===== config.mk =====
export PLATFORM = sky130hd
export DESIGN_NAME = slpg_top
export DESIGN_NICKNAME = d
export VERILOG_FILES = /design/src/logic/slpg_pkg.sv /design/src/logic/slpg_top.sv
export SDC_FILE = /design/constraint.sdc
export NUM_CORES = 1
export LEC_CHECK = 0
export ABC_CLOCK_PERIOD_IN_PS = 2800
export BUFFER_PORTS_ARGS = -buffer_cell sky130_fd_sc_hd__clkbuf_2
export CORE_AREA = 2 2 105 107
export CTS_CLUSTER_SIZE = 20
export DETAILED_ROUTE_END_ITERATION = 16
export DIE_AREA = 0 0 107 109
export PLACE_DENSITY = 0.8
export SLEW_MARGIN = 15
export SYNTH_ARGS = -nofsm -noshare
export SYNTH_HDL_FRONTEND = slang
export SYNTH_SLANG_ARGS = --single-unit

===== constraint.sdc =====
create_clock -name clk_i -period 2.8 [get_ports clk_i]
set_input_delay 0.14 -clock clk_i [delete_from_list [all_inputs] [get_ports clk_i]]
set_output_delay 0.14 -clock clk_i [all_outputs]
set_load 0.05 [all_outputs]

===== src/logic/slpg_pkg.sv =====
// Purpose: Shared constants and types of the status LED pattern generator
// Assumes: 40 MHz system clock, classic Wishbone register access
// Notes: Colour code is {red, green}; both lit shows orange

package slpg_pkg;

	// ****************************************
	// Timing
	// ****************************************
	localparam int unsigned CLK_HZ = 40_000_000;
	localparam int unsigned MS_PER_S = 1000;
	localparam int unsigned TICK_CYCLES = CLK_HZ / MS_PER_S;

	typedef logic [11:0] slpg_ms_t;

	localparam slpg_ms_t FLASH_MS = 12'h0fa;
	localparam slpg_ms_t REST_N1_MS = 12'habe;
	localparam slpg_ms_t REST_N2_MS = 12'h8ca;
	localparam slpg_ms_t REST_N3_MS = 12'h6d6;
	localparam slpg_ms_t BLINK_MS = 12'h0c8;
	localparam slpg_ms_t LONG_OFF_MS = 12'h3e8;
	localparam slpg_ms_t FLICKER_MS = 12'h032;

	// ****************************************
	// Pattern description
	// ****************************************
	typedef enum logic [1:0] {
		COL_OFF = 2'b00,
		COL_GREEN = 2'b01,
		COL_RED = 2'b10,
		COL_ORANGE = 2'b11
	} slpg_col_t;

	typedef enum logic [3:0] {
		SH_STEADY = 4'h0,
		SH_FLASH2 = 4'h1,
		SH_N1 = 4'h2,
		SH_N2 = 4'h3,
		SH_N3 = 4'h4,
		SH_BLINK = 4'h5,
		SH_SFLASH = 4'h6,
		SH_DFLASH = 4'h7
	} slpg_shape_t;

	typedef struct packed {
		slpg_col_t col_b;
		slpg_col_t col_a;
		slpg_shape_t shape;
	} slpg_pat_t;

	typedef struct packed {
		logic use_b;
		logic last;
		slpg_ms_t dur;
	} slpg_phase_t;

	typedef enum logic [1:0] {
		NMT_NONE = 2'b00,
		NMT_PREOP = 2'b01,
		NMT_OPER = 2'b10,
		NMT_STOPPED = 2'b11
	} slpg_nmt_t;

	// ****************************************
	// Register map
	// ****************************************
	localparam logic [7:0] ADR_CTRL = 8'h00;
	localparam logic [7:0] ADR_ETH = 8'h04;
	localparam logic [7:0] ADR_CAN = 8'h08;
	localparam logic [7:0] ADR_STAT = 8'h0c;

	localparam int unsigned CTRL_CFG_BIT = 0;
	localparam int unsigned CTRL_CAN_BIT = 1;
	localparam int unsigned CTRL_RST_BIT = 2;
	localparam int unsigned CAN_NMT_LSB = 0;
	localparam int unsigned CAN_WARN_BIT = 2;
	localparam int unsigned CAN_ERRCTL_BIT = 3;
	localparam int unsigned CAN_BUSOFF_BIT = 4;

	localparam logic [2:0] CTRL_RESET = 3'h0;
	localparam logic [7:0] ETH_RESET = 8'h00;
	localparam logic [4:0] CAN_RESET = 5'h00;

endpackage


===== src/logic/slpg_top.sv =====
// Purpose: Dual-colour status LED pattern generator with activity indicator
// Assumes: Inputs synchronous to clk_i; Wishbone classic slave, 32-bit data
// Notes: Patterns are phase tables walked on a millisecond tick
//
// Contract
// Single-colour 2 Hz flash: lit 250 ms, dark 250 ms, repeat.
// Two-colour 2 Hz flash: first colour 250 ms, second 250 ms, repeat.
// One green per 3 s: green 250 ms, then orange 2.75 s.
// Two green per 3 s: green, orange, green 250 ms each, orange 2.25 s.
// Three green per 3 s: five 250 ms phases, then orange 1.75 s.
// One orange per 3 s: orange 250 ms, then green 2.75 s.
// Two orange per 3 s: orange, green, orange 250 ms each, green 2.25 s.
// High traffic: activity indicator toggles near 10 Hz, 50 ms lit, 50 ms dark.
// Low traffic: activity pulses follow actual frame arrivals, irregular timing.
// CAN operational: green held steadily lit.
// CAN pre-operational: green blinks at 2.5 Hz.
// 2.5 Hz blink: lit 200 ms, dark 200 ms, repeating.
// CAN stopped: green shows single flash.
// Single flash: lit 200 ms, then dark 1000 ms, repeating.
// Error counter at warning level: red shows single flash.
// Error control event occurred: red shows double flash.
// Double flash: lit 200, dark 200, lit 200, dark 1000 ms, repeating.
// Bus-off: red held steadily lit.
// During reset or without configuration both colours stay dark.
// Durations counted in millisecond ticks; pattern change restarts at first phase.
// Priority: bus-off, then error control, then warning, then green states.
//
// Local design decisions: the register addresses and register access over Wishbone.

module slpg_top #(
	parameter int unsigned TICK_CYCLES = slpg_pkg::TICK_CYCLES
) (
	input wire logic clk_i,
	input wire logic reset_i,
	input wire logic wb_cyc_i,
	input wire logic wb_stb_i,
	input wire logic wb_we_i,
	input wire logic [7:0] wb_adr_i,
	input wire logic [3:0] wb_sel_i,
	input wire logic [31:0] wb_dat_i,
	output logic [31:0] wb_dat_o,
	output logic wb_ack_o,
	input wire logic frame_pulse_i,
	output logic red_o,
	output logic green_o,
	output logic act_o
);

	// ****************************************
	// Registers
	// ****************************************
	logic [2:0] ctrl;
	logic [7:0] eth;
	logic [4:0] can;
	logic bus_req;
	logic wr_en;

	assign bus_req = wb_cyc_i && wb_stb_i && !wb_ack_o;
	assign wr_en = bus_req && wb_we_i && wb_sel_i[0];

	// One wait state: ack follows the request by one edge, then drops
	always_ff @(posedge clk_i) begin
		if (reset_i) begin
			wb_ack_o <= 1'b0;
		end else begin
			wb_ack_o <= bus_req;
		end
	end

	always_ff @(posedge clk_i) begin
		if (reset_i) begin
			ctrl <= slpg_pkg::CTRL_RESET;
			eth <= slpg_pkg::ETH_RESET;
			can <= slpg_pkg::CAN_RESET;
		end else if (wr_en) begin
			case (wb_adr_i)
				slpg_pkg::ADR_CTRL: begin
					ctrl <= wb_dat_i[2:0];
				end
				slpg_pkg::ADR_ETH: begin
					eth <= wb_dat_i[7:0];
				end
				slpg_pkg::ADR_CAN: begin
					can <= wb_dat_i[4:0];
				end
				default: begin
				end
			endcase
		end
	end

	// ****************************************
	// Millisecond tick
	// ****************************************
	logic [31:0] div_cnt;
	logic ms_tick;

	always_ff @(posedge clk_i) begin
		if (reset_i) begin
			div_cnt <= 32'h0;
			ms_tick <= 1'b0;
		end else if (div_cnt == TICK_CYCLES - 1) begin
			div_cnt <= 32'h0;
			ms_tick <= 1'b1;
		end else begin
			div_cnt <= div_cnt + 32'h1;
			ms_tick <= 1'b0;
		end
	end

	// ****************************************
	// Pattern selection
	// ****************************************
	slpg_pkg::slpg_pat_t next_pat;
	slpg_pkg::slpg_nmt_t nmt;

	assign nmt = slpg_pkg::slpg_nmt_t'(can[slpg_pkg::CAN_NMT_LSB +: 2]);

	always_comb begin
		next_pat.shape = slpg_pkg::SH_STEADY;
		next_pat.col_a = slpg_pkg::COL_OFF;
		next_pat.col_b = slpg_pkg::COL_OFF;
		if (!ctrl[slpg_pkg::CTRL_CFG_BIT] || ctrl[slpg_pkg::CTRL_RST_BIT]) begin
			next_pat.shape = slpg_pkg::SH_STEADY;
		end else if (!ctrl[slpg_pkg::CTRL_CAN_BIT]) begin
			// Ethernet slave set is software-chosen shape and colours
			next_pat = slpg_pkg::slpg_pat_t'(eth);
		end else if (can[slpg_pkg::CAN_BUSOFF_BIT]) begin
			next_pat.col_a = slpg_pkg::COL_RED;
		end else if (can[slpg_pkg::CAN_ERRCTL_BIT]) begin
			next_pat.shape = slpg_pkg::SH_DFLASH;
			next_pat.col_a = slpg_pkg::COL_RED;
		end else if (can[slpg_pkg::CAN_WARN_BIT]) begin
			next_pat.shape = slpg_pkg::SH_SFLASH;
			next_pat.col_a = slpg_pkg::COL_RED;
		end else begin
			case (nmt)
				slpg_pkg::NMT_OPER: begin
					next_pat.col_a = slpg_pkg::COL_GREEN;
				end
				slpg_pkg::NMT_PREOP: begin
					next_pat.shape = slpg_pkg::SH_BLINK;
					next_pat.col_a = slpg_pkg::COL_GREEN;
				end
				slpg_pkg::NMT_STOPPED: begin
					next_pat.shape = slpg_pkg::SH_SFLASH;
					next_pat.col_a = slpg_pkg::COL_GREEN;
				end
				default: begin
					next_pat.col_a = slpg_pkg::COL_OFF;
				end
			endcase
		end
	end

	// ****************************************
	// Phase tables
	// ****************************************
	function automatic slpg_pkg::slpg_phase_t phase_of(input slpg_pkg::slpg_shape_t shape, input logic [2:0] idx);
		slpg_pkg::slpg_phase_t ph;
		logic [2:0] n_last;
		slpg_pkg::slpg_ms_t rest;
		ph.use_b = 1'b0;
		ph.last = 1'b1;
		ph.dur = slpg_pkg::FLASH_MS;
		n_last = 3'h1;
		rest = slpg_pkg::REST_N1_MS;
		case (shape)
			slpg_pkg::SH_FLASH2: begin
				ph.use_b = idx[0];
				ph.last = idx[0];
				ph.dur = slpg_pkg::FLASH_MS;
			end
			slpg_pkg::SH_N1, slpg_pkg::SH_N2, slpg_pkg::SH_N3: begin
				if (shape == slpg_pkg::SH_N2) begin
					n_last = 3'h3;
					rest = slpg_pkg::REST_N2_MS;
				end else if (shape == slpg_pkg::SH_N3) begin
					n_last = 3'h5;
					rest = slpg_pkg::REST_N3_MS;
				end else begin
					n_last = 3'h1;
					rest = slpg_pkg::REST_N1_MS;
				end
				ph.use_b = idx[0];
				ph.last = (idx == n_last);
				ph.dur = (idx == n_last) ? rest : slpg_pkg::FLASH_MS;
			end
			slpg_pkg::SH_BLINK: begin
				ph.use_b = idx[0];
				ph.last = idx[0];
				ph.dur = slpg_pkg::BLINK_MS;
			end
			slpg_pkg::SH_SFLASH: begin
				ph.use_b = idx[0];
				ph.last = idx[0];
				ph.dur = idx[0] ? slpg_pkg::LONG_OFF_MS : slpg_pkg::BLINK_MS;
			end
			slpg_pkg::SH_DFLASH: begin
				ph.use_b = idx[0];
				ph.last = (idx == 3'h3);
				ph.dur = (idx == 3'h3) ? slpg_pkg::LONG_OFF_MS : slpg_pkg::BLINK_MS;
			end
			default: begin
				ph.use_b = 1'b0;
				ph.last = 1'b1;
				ph.dur = slpg_pkg::FLASH_MS;
			end
		endcase
		return ph;
	endfunction

	// ****************************************
	// Pattern engine
	// ****************************************
	slpg_pkg::slpg_pat_t pat;
	logic [2:0] phase_idx;
	slpg_pkg::slpg_ms_t ms_cnt;
	slpg_pkg::slpg_phase_t cur_ph;
	slpg_pkg::slpg_col_t cur_col;

	assign cur_ph = phase_of(pat.shape, phase_idx);
	assign cur_col = cur_ph.use_b ? pat.col_b : pat.col_a;

	// Restart keeps a new state visible from its first phase, not mid-cycle
	always_ff @(posedge clk_i) begin
		if (reset_i) begin
			pat <= '0;
			phase_idx <= 3'h0;
			ms_cnt <= '0;
		end else if (next_pat != pat) begin
			pat <= next_pat;
			phase_idx <= 3'h0;
			ms_cnt <= '0;
		end else if (ms_tick) begin
			if (ms_cnt == cur_ph.dur - 12'h001) begin
				ms_cnt <= '0;
				phase_idx <= cur_ph.last ? 3'h0 : phase_idx + 3'h1;
			end else begin
				ms_cnt <= ms_cnt + 12'h001;
			end
		end
	end

	always_ff @(posedge clk_i) begin
		if (reset_i) begin
			red_o <= 1'b0;
			green_o <= 1'b0;
		end else begin
			red_o <= cur_col[1];
			green_o <= cur_col[0];
		end
	end

	// ****************************************
	// Activity indicator
	// ****************************************
	typedef enum logic [1:0] {
		ACT_IDLE = 2'b00,
		ACT_ON = 2'b01,
		ACT_OFF = 2'b10
	} slpg_act_t;

	slpg_act_t act_state;
	slpg_pkg::slpg_ms_t act_cnt;
	logic act_pend;
	logic act_done;

	assign act_done = ms_tick && (act_cnt == slpg_pkg::FLICKER_MS - 12'h001);

	// Frames seen while a flicker runs are folded into one pending flag
	always_ff @(posedge clk_i) begin
		if (reset_i) begin
			act_pend <= 1'b0;
		end else if (frame_pulse_i && act_state != ACT_IDLE) begin
			act_pend <= 1'b1;
		end else if (act_state == ACT_OFF && act_done) begin
			act_pend <= 1'b0;
		end
	end

	always_ff @(posedge clk_i) begin
		if (reset_i) begin
			act_state <= ACT_IDLE;
			act_cnt <= '0;
		end else begin
			case (act_state)
				ACT_IDLE: begin
					act_cnt <= '0;
					if (frame_pulse_i) begin
						act_state <= ACT_ON;
					end
				end
				ACT_ON: begin
					if (act_done) begin
						act_cnt <= '0;
						act_state <= ACT_OFF;
					end else if (ms_tick) begin
						act_cnt <= act_cnt + 12'h001;
					end
				end
				ACT_OFF: begin
					if (act_done) begin
						act_cnt <= '0;
						act_state <= (act_pend || frame_pulse_i) ? ACT_ON : ACT_IDLE;
					end else if (ms_tick) begin
						act_cnt <= act_cnt + 12'h001;
					end
				end
				default: begin
					act_state <= ACT_IDLE;
					act_cnt <= '0;
				end
			endcase
		end
	end

	always_ff @(posedge clk_i) begin
		if (reset_i) begin
			act_o <= 1'b0;
		end else begin
			act_o <= (act_state == ACT_ON);
		end
	end

	// ****************************************
	// Read data
	// ****************************************
	always_ff @(posedge clk_i) begin
		if (reset_i) begin
			wb_dat_o <= 32'h0;
		end else if (bus_req && !wb_we_i) begin
			case (wb_adr_i)
				slpg_pkg::ADR_CTRL: begin
					wb_dat_o <= {29'h0, ctrl};
				end
				slpg_pkg::ADR_ETH: begin
					wb_dat_o <= {24'h0, eth};
				end
				slpg_pkg::ADR_CAN: begin
					wb_dat_o <= {27'h0, can};
				end
				slpg_pkg::ADR_STAT: begin
					wb_dat_o <= {22'h0, phase_idx, pat.shape, act_o, red_o, green_o};
				end
				default: begin
					wb_dat_o <= 32'h0;
				end
			endcase
		end
	end

endmodule


==> impl_results.rst, run 1 <==
.. list-table::
   :header-rows: 1

   * - Metric
     - Value
   * - Max Clock Skew
     - 0.0110 ns
   * - TritonCTS clock tree
     - yes
   * - Cell chain of the critical path
     - buf_4, ha_1, ha_1, and2_1, o32a_1, nor4_2, o211ai_1, or4_1, a21oi_1
   * - DR vias/cell
     - 5.64
   * - Critical path launch point type
     - register
   * - Synth Warn #
     - 0
   * - RSZ-0062 raised after global routing
     - false
   * - Count of final setup violators
     - 0
   * - Count of placed standard cells in the final layout, fillers left out
     - 800
   * - Core region area
     - 0.0106 mm²
   * - DRC violations left
     - 0
   * - Reg2Reg Setup Slack
     - 0.14 ns
   * - Top Ports
     - 86
   * - Antenna Cells
     - 0
   * - Number of distinct standard cells referenced by the synthesized netlist
     - 66
   * - Row count
     - 38
   * - Number of cell instances on the worst register-to-register path
     - 9
   * - Fin nets
     - 718
   * - Worst min-delay path class
     - in2reg
   * - Most frequent cells in the layout
     - sky130_fd_sc_hd__dfxtp_1 (101), sky130_fd_sc_hd__nor2_1 (85), sky130_fd_sc_hd__nand2_1 (40)
   * - DRT iter0 DRCs
     - 247
   * - Result of the run
     - completed
   * - Number of placed instances, taps included
     - 786
   * - Area of the multi-input gates
     - 0.00305 mm²
   * - Worst Min Path Start
     - wb_dat_i[6]
   * - Overall Global Routing Usage
     - 0.202
   * - Clock sinks
     - 101
   * - Ratio of final minimum period to clock period
     - 0.949
   * - CP peak stage delay
     - 0.51 ns
   * - Max Clock Freq
     - 376 MHz
   * - Number of levels in the clock H-tree
     - 3
   * - Number of enable-type register cells in the synthesized netlist
     - 0
   * - Hold path depth
     - 3
   * - First-pass GRT wire length
     - 19.3 mm
   * - Routed wire length
     - 11.5 mm
   * - Arrival time of data at the critical path endpoint
     - 2.96 ns
   * - Die area
     - 0.0117 mm²
   * - Via count
     - 4513
   * - Count of TritonRoute iterations in the first routing pass
     - 5
   * - Starting Density
     - 0.499
   * - Growth of design area from synthesis to finish
     - 10.0%
   * - Fin util
     - 0.549
   * - Antenna violations before repair
     - 0
   * - Max-Cap Viols
     - 0
   * - Commonest non-fill, non-tap cell in the layout
     - sky130_fd_sc_hd__dfxtp_1
   * - Final design area excluding fillers
     - 0.00582 mm²
   * - IR Drop Worst-Case VDD
     - 0.261 mV
   * - Cell leakage power
     - 2.15 nW
   * - Number of global-route vias before repair
     - 4353
   * - Clock latency at the later pin of the worst-skew pair
     - 0.37 ns
   * - Routability Congestion
     - 0.878
   * - Placed wire-length estimate
     - 8.36 mm
   * - Sequential-to-total area share from yosys stat
     - 0.382
   * - Register area
     - 0.00202 mm²
   * - Final worst hold slack
     - 0.0136 ns
   * - Cell area power density
     - 468 mW/mm²
   * - Transition time of the tightest slew-check pin
     - 0.757 ns
   * - CP required
     - 3.10 ns
   * - Synth async-reset ratio
     - 0
   * - Cell repeated most along the worst path
     - sky130_fd_sc_hd__ha_1
   * - Master of the slowest instance on the critical path
     - sky130_fd_sc_hd__or4_1
   * - Die span in x
     - 107 µm
   * - Gate count after technology mapping
     - 621
   * - Total global routing overflow
     - 0
   * - Floorplan die height
     - 109 µm
   * - Critical R2R Capture
     - phase_idx[0]
   * - Netlist area before placement
     - 0.00529 mm²
   * - Num CTS Buffers
     - 9
   * - Mean post-synth cell area
     - 8.52 µm²
   * - Post-place instance area
     - 0.00560 mm²
   * - Fraction of final layout cells sized beyond drive strength 1
     - 0.139
   * - Max-slew violation total from the final report
     - 0
   * - Library cell used as clock root buffer
     - sky130_fd_sc_hd__clkbuf_8
   * - Count of state elements after synthesis
     - 101
   * - ANT nets after route
     - 0
   * - Crit path kind
     - reg2reg
   * - Hold Fails Final Rpt
     - 0
   * - Count of filler cells inserted in the layout
     - 931
   * - CP Capture Type
     - register
   * - Endpoint of the worst hold path
     - eth[6]
   * - Worst max-slew margin expressed relative to the limit
     - 0.494
   * - Sum Neg Setup Slack
     - 0 ns
   * - Worst-path maximum fanout
     - 13
   * - Maximum number of pins on one net before global-route repair
     - 33
   * - Maximum clock insertion buffer count
     - 2
   * - Startpoint of the most critical register-to-register path
     - phase_idx[1]
   * - Routed wire length per instance
     - 14.3 µm
   * - Count of buffers inserted at the top-level ports
     - 36
   * - Final min period
     - 2.66 ns
   * - Post-synth top flop
     - sky130_fd_sc_hd__dfxtp_1
   * - Register clock-pin slew on the reported worst setup and hold paths
     - 0.09 ns
==> report_power, final <==
group          switching [mW]  internal, mW  total [mW]
clock                   0.483         0.491       0.974
sequential             0.0236          1.46        1.48
combinational           0.191        0.0773       0.268
total                   0.697          2.03        2.72
==> layer usage <==
layer | up-vias | global-route usage | part of all wire | wire length [µm]
met5 | - | 0 | 0 | 0
met4 | 0 | 0.0594 | 0.012 | 135
met3 | 17 | 0.0514 | 0.047 | 533
met2 | 104 | 0.360 | 0.52 | 5900
met1 | 2157 | 0.239 | 0.43 | 4880
li1 | 2235 | - | - | -
==> sequential cells by signal, indices dropped and copies added (netlist names) <==
signal     cells
red_o          1
green_o        1
phase_idx      3
act_cnt       12
can            5
ms_cnt        12
wb_dat_o      10
ctrl           3
div_cnt       32
act_pend       1
wb_ack_o       1
eth            8
act_state      2
ms_tick        1
pat            8
act_o          1
==> logic make-up after synthesis <==
family,synth area share
simple gates,0.279
fa+ha+maj,0.0260
buf+inv,0.0639
other cells,0.000709
flops,0.382
compound gates,0.110
xor+xnor,0.0828
mux,0.0556
==> cell type report <==
cell class / instances / area share
clock buffers: 9 / 0.0213
clock inverters: 5 / 0.0133
inverters: 15 / 0.00967
multi-input cells: 476 / 0.524
flip-flops and latches: 101 / 0.347
well taps: 140 / 0.0301
repair buffers: 54 / 0.0542
==> cell usage after synthesis, types with 3 or more instances <==
cell type / number / area [µm²]
sky130_fd_sc_hd__nor3_1: 20 / 100
sky130_fd_sc_hd__o211ai_1: 3 / 22.5
sky130_fd_sc_hd__o21ai_0: 20 / 100
sky130_fd_sc_hd__nand4_1: 19 / 119
sky130_fd_sc_hd__ha_1: 11 / 138
sky130_fd_sc_hd__a211oi_1: 4 / 30.0
sky130_fd_sc_hd__mux2i_1: 17 / 170
sky130_fd_sc_hd__and4_1: 4 / 35.0
sky130_fd_sc_hd__nand2b_1: 5 / 31.3
sky130_fd_sc_hd__nor2_1: 85 / 319
sky130_fd_sc_hd__nor4_1: 8 / 50.1
sky130_fd_sc_hd__nand3_1: 26 / 130
sky130_fd_sc_hd__buf_2: 3 / 15.0
sky130_fd_sc_hd__a32oi_1: 4 / 35.0
sky130_fd_sc_hd__a21oi_1: 25 / 125
sky130_fd_sc_hd__xor2_1: 37 / 324
sky130_fd_sc_hd__or2_2: 4 / 25.0
sky130_fd_sc_hd__dfxtp_1: 101 / 2020
sky130_fd_sc_hd__nand2_1: 40 / 150
sky130_fd_sc_hd__nor3b_1: 6 / 45.0
sky130_fd_sc_hd__a22oi_1: 7 / 52.6
sky130_fd_sc_hd__or3_1: 12 / 75.1
sky130_fd_sc_hd__or4_1: 4 / 30.0
sky130_fd_sc_hd__mux2_2: 5 / 56.3
sky130_fd_sc_hd__nor2b_1: 11 / 68.8
sky130_fd_sc_hd__buf_4: 22 / 165
sky130_fd_sc_hd__and3_1: 11 / 68.8
sky130_fd_sc_hd__nor4b_1: 4 / 35.0
sky130_fd_sc_hd__mux4_2: 3 / 67.6
sky130_fd_sc_hd__xnor2_1: 13 / 114
sky130_fd_sc_hd__o21a_1: 4 / 30.0
sky130_fd_sc_hd__inv_1: 15 / 56.3
sky130_fd_sc_hd__clkbuf_1: 22 / 82.6
sky130_fd_sc_hd__nand3b_1: 5 / 37.5
==> how the worst max path moves through the flow <==
stage              endpoint  depth (start not counted)  slack, ns    startpoint
6_report       phase_idx[0]                          9       0.14  phase_idx[1]
5_1_grt           ms_cnt[2]                         10       0.03  phase_idx[1]
4_1_cts        phase_idx[0]                         10       0.04  phase_idx[1]
3_5_place_dp   phase_idx[0]                         10       0.06  phase_idx[1]
3_3_place_gp   phase_idx[0]                         10       0.11  phase_idx[1]
2_1_floorplan  phase_idx[0]                         11      0.002        pat[0]
==> through the flow <==
step                power [mW]  setup WS (ns)
CTS                       2.74         0.0404
global placement          1.77          0.110
finish                    2.72          0.142
detailed placement        1.78         0.0619
global route              2.82         0.0312
floorplan                 1.75        0.00222
==> critical path: cells and delay by family (launching register included) <==
kind	cells	cell delay, ns
and+or+nand+nor	3	1.01
AOI/OAI and AO/OA	3	0.68
adders and majority gates	2	0.39
DFF	1	0.32
buffers and inverters	1	0.19
==> timing repair <==
item / 4_1_cts / 5_1_grt
hold endpoints to repair: 0 / 0
resized for setup: 0 / 4
hold buffers: 0 / 0
setup buffers: 0 / 0
setup endpoints to repair: 0 / 12
Power figures use the tool's default switching activity.
==> run 2, diff against run 1 <==
--- a/config.mk
+++ b/config.mk
@@ -5,13 +5,14 @@
 export SDC_FILE = /design/constraint.sdc
 export NUM_CORES = 1
 export LEC_CHECK = 0
+export ABC_AREA = 1
 export ABC_CLOCK_PERIOD_IN_PS = 2800
 export BUFFER_PORTS_ARGS = -buffer_cell sky130_fd_sc_hd__clkbuf_2
-export CORE_AREA = 2 2 105 107
+export CORE_AREA = 2 2 107 109
 export CTS_CLUSTER_SIZE = 20
 export DETAILED_ROUTE_END_ITERATION = 16
-export DIE_AREA = 0 0 107 109
-export PLACE_DENSITY = 0.8
+export DIE_AREA = 0 0 109 111
+export PLACE_DENSITY = 0.79
 export SLEW_MARGIN = 15
 export SYNTH_ARGS = -nofsm -noshare
 export SYNTH_HDL_FRONTEND = slang
==> run 2 against run 1 <==
  * Fmax up 5.9%
  * Synthesized cell count up 27%
  * Final area up 4.3%
  * Final cell count up 23%
  * Die area up 3.7%
  * Sequential power about the same
  * Area after synthesis up 2.3%
  * Critical path type unchanged
==> impl_results.rst, run 2 <==
.. list-table::
   :header-rows: 1

   * - Metric
     - Value
   * - Largest cells by area after synthesis
     - sky130_fd_sc_hd__dfxtp_1 (37%), sky130_fd_sc_hd__nand2_1 (11%), sky130_fd_sc_hd__inv_1 (7.6%), sky130_fd_sc_hd__nor2_1 (6.2%), sky130_fd_sc_hd__o21ai_0 (4.5%)
   * - DRT iter0 DRCs
     - 305 (+23%)
   * - Starting Density
     - 0.489 (-0.0102)
   * - Sequential-to-total area share from yosys stat
     - 0.373 (-0.00874)
   * - Post-synth top flop
     - sky130_fd_sc_hd__dfxtp_1
   * - Post-place instance area
     - 0.00571 mm² (+2.1%)
   * - CTS Hold Buffers Added
     - 0 (unchanged)
   * - Row count
     - 39 (+2.6%)
   * - CP Capture Type
     - register
   * - Most frequent cells in the layout
     - sky130_fd_sc_hd__nand2_1 (160), sky130_fd_sc_hd__inv_1 (110), sky130_fd_sc_hd__dfxtp_1 (97)
   * - Via count
     - 4923 (+9.1%)
   * - Count of final setup violators
     - 0 (unchanged)
   * - Number of levels in the clock H-tree
     - 3 (unchanged)
   * - Number of global-route vias before repair
     - 4386 (+0.76%)
   * - Register clock-pin slew on the reported worst setup and hold paths
     - 0.07 ns (-0.02 ns)
   * - DR vias/cell
     - 5.02 (-11%)
   * - Mean post-synth cell area
     - 6.88 µm² (-19%)
   * - Transition time of the tightest slew-check pin
     - 0.622 ns (-0.135 ns)
   * - Max Clock Freq
     - 399 MHz (+5.9%)
   * - Die span in x
     - 109 µm (+1.9%)
   * - Total global routing overflow
     - 0 (unchanged)
   * - Number of enable-type register cells in the synthesized netlist
     - 0 (unchanged)
   * - Max-Cap Viols
     - 0 (unchanged)
   * - Fin nets
     - 894 (+25%)
   * - Cell leakage power
     - 2.49 nW (+16%)
   * - Number of placed instances, taps included
     - 964 (+23%)
   * - Launch point of the worst path
     - pat[0]
   * - Startpoint of the most critical register-to-register path
     - pat[0]
   * - Ratio of final minimum period to clock period
     - 0.896 (-0.0531)
   * - DRC violations left
     - 0 (unchanged)
   * - Routed wire length per instance
     - 11.6 µm (-19%)
   * - Clock sinks
     - 101 (unchanged)
   * - Max Clock Skew
     - 0.00820 ns (-0.00277 ns)
   * - Register with the most flip-flops
     - div_cnt
   * - Reg2Reg Setup Slack
     - 0.29 ns (+0.15 ns)
   * - Fin util
     - 0.548 (-0.000910)
   * - Arrival time of data at the critical path endpoint
     - 2.75 ns (-0.21 ns)
   * - Routability Congestion
     - 0.974 (+11%)
   * - ANT nets after route
     - 0 (unchanged)
   * - Worst Min Path Start
     - wb_dat_i[7]
   * - First-pass GRT wire length
     - 19.0 mm (-1.5%)
   * - Maximum number of pins on one net before global-route repair
     - 32 (-3.0%)
   * - Regs by FF count
     - div_cnt: 32 flops, act_cnt: 12 flops, ms_cnt: 12 flops
   * - Core region area
     - 0.0111 mm² (+4.5%)
   * - Count of state elements after synthesis
     - 101 (unchanged)
   * - Antenna violations before repair
     - 0 (unchanged)
   * - Count of TritonRoute iterations in the first routing pass
     - 4 (-1)
   * - Gate count after technology mapping
     - 787 (+27%)
   * - Commonest non-fill, non-tap cell in the layout
     - sky130_fd_sc_hd__nand2_1
   * - Max FFs per register
     - 32 (unchanged)
   * - Count of buffers inserted at the top-level ports
     - 36 (unchanged)
   * - Synth async-reset ratio
     - 0 (unchanged)
   * - Synth top cells by count
     - sky130_fd_sc_hd__nand2_1 (160), sky130_fd_sc_hd__inv_1 (110), sky130_fd_sc_hd__dfxtp_1 (101), sky130_fd_sc_hd__nor2_1 (89), sky130_fd_sc_hd__o21ai_0 (49)
   * - Final min period
     - 2.51 ns (-0.149 ns)
   * - Final worst hold slack
     - 0.0423 ns (+0.0287 ns)
   * - Crit path kind
     - reg2reg
   * - Result of the run
     - completed
   * - Worst-path maximum fanout
     - 6 (-7)
   * - Growth of design area from synthesis to finish
     - 12.1%
   * - Antenna Cells
     - 0 (unchanged)
   * - Number of distinct standard cells referenced by the synthesized netlist
     - 40 (-39%)
   * - Hold Fails Final Rpt
     - 0 (unchanged)
   * - Worst max-slew margin expressed relative to the limit
     - 0.582 (+0.0879)
   * - Area fraction of the dominant cell type after synthesis
     - 0.373 (-0.00874)
   * - Cell area power density
     - 497 mW/mm² (+6.3%)
   * - Count of placed standard cells in the final layout, fillers left out
     - 981 (+23%)
   * - CP required
     - 3.04 ns (-0.06 ns)
   * - Worst min-delay path class
     - in2reg
   * - Placed wire-length estimate
     - 8.46 mm (+1.1%)
   * - Post-synthesis cell type with the largest combined area
     - sky130_fd_sc_hd__dfxtp_1
   * - Maximum clock insertion buffer count
     - 2 (unchanged)
   * - Clock latency at the later pin of the worst-skew pair
     - 0.35 ns (-0.02 ns)
   * - Critical path launch point type
     - register
   * - Die area
     - 0.0121 mm² (+3.7%)
   * - Routed wire length
     - 11.4 mm (-0.35%)
   * - Netlist area before placement
     - 0.00541 mm² (+2.3%)
   * - Fraction of final layout cells sized beyond drive strength 1
     - 0.117 (-0.0224)
   * - Synth Warn #
     - 0 (unchanged)
   * - Top Ports
     - 86 (unchanged)
   * - Cell with the most instances after synthesis
     - sky130_fd_sc_hd__nand2_1
   * - Final design area excluding fillers
     - 0.00607 mm² (+4.3%)
   * - TritonCTS clock tree
     - yes
   * - Overall Global Routing Usage
     - 0.193 (-0.00819)
   * - Library cell used as clock root buffer
     - sky130_fd_sc_hd__clkbuf_16
   * - Num CTS Buffers
     - 9 (unchanged)
   * - Max-slew violation total from the final report
     - 0 (unchanged)
   * - IR Drop Worst-Case VDD
     - 0.409 mV (+56%)
   * - Floorplan die height
     - 111 µm (+1.8%)
[run 2: cell count changes after synthesis, sizes merged, moves of 7 or more]
cell,previous run,this run
or3,12,0
inv,15,113
clkbuf,22,9
nand3,26,47
nor2b,11,0
a22oi,7,0
xnor2,13,5
nor2,85,97
xor2,37,27
nand2,40,163
mux2i,17,0
and3,11,3
a21oi,25,49
o21ai,20,50
[run 2: logic make-up after synthesis]
| logic type | Yosys count | share of synthesized area |
|---|---|---|
| buffers and inverters | 151 | 0.122 |
| XOR/XNOR | 32 | 0.0518 |
| AO/OA/AOI/OAI | 110 | 0.107 |
| flip-flops | 101 | 0.373 |
| other | 1 | 0.000693 |
| adder cells (fa/ha/maj) | 11 | 0.0254 |
| AND/OR/NAND/NOR | 381 | 0.320 |
[run 2: metal layers]
| layer | GRT usage | wire [µm] | up-vias |
|---|---|---|---|
| met5 | 0 | 0 | - |
| met4 | 0.0547 | 127 | 0 |
| met3 | 0.0423 | 480 | 12 |
| met2 | 0.323 | 5510 | 110 |
| met1 | 0.248 | 5300 | 2213 |
| li1 | - | - | 2588 |
[run 2: area by class of cell]
cell class,instances,area [µm²]
Fill cell,1043,5010
Multi-Input combinational cell,557,2860
Sequential cell,101,2030
Inverter,117,439
Timing Repair Buffer,47,263
Clock buffer,9,225
Tap cell,143,179
Clock inverter,7,78.8
[run 2: path summary, 6_finish.rpt]
kind / endpoint / cells after the start
max: ms_cnt[3] / 17
min: eth[7] / 3
max reg2reg: ms_cnt[3] / 17
min reg2reg: div_cnt[0] / 1
[run 2: report_power, final]
group	switching (mW)	total, mW	internal (mW)
Sequential	0.0168	1.48	1.46
Combinational	0.206	0.271	0.0650
Clock	0.569	1.27	0.702
Total	0.792	3.02	2.23
[run 2: stage by stage]
stage | total power [mW] | setup slack, ns | setup TNS [ns]
6_report | 3.02 | 0.291 | 0
5_1_grt | 3.13 | -0.0121 | -0.0121
4_1_cts | 3.04 | 0.0401 | 0
3_5_place_dp | 1.78 | 0.0507 | 0
3_3_place_gp | 1.77 | 0.117 | 0
2_1_floorplan | 1.74 | 0.331 | 0
[run 2: critical path, cell delays in order, from the launching register on]
cell and delay, ns:
sky130_fd_sc_hd__dfxtp_2 0.36, sky130_fd_sc_hd__nor2_2 0.20, sky130_fd_sc_hd__nand3_2 0.12, sky130_fd_sc_hd__nand2_2 0.10, sky130_fd_sc_hd__nand4_2 0.12, sky130_fd_sc_hd__ha_1 0.30
sky130_fd_sc_hd__nand2_1 0.07, sky130_fd_sc_hd__nand3_1 0.06, sky130_fd_sc_hd__nor2_1 0.09, sky130_fd_sc_hd__nand2_1 0.05, sky130_fd_sc_hd__nor2_1 0.08, sky130_fd_sc_hd__nand3_1 0.08
sky130_fd_sc_hd__nor2_2 0.11, sky130_fd_sc_hd__nand3_1 0.13, sky130_fd_sc_hd__nor2_4 0.15, sky130_fd_sc_hd__nand4_4 0.16, sky130_fd_sc_hd__nand2_4 0.17, sky130_fd_sc_hd__a21oi_1 0.06
[run 2: repair_timing]
item / CTS / global route
endpoints found under the setup margin: 0 / 15
setup buffers: 0 / 0
resized for setup: 0 / 13
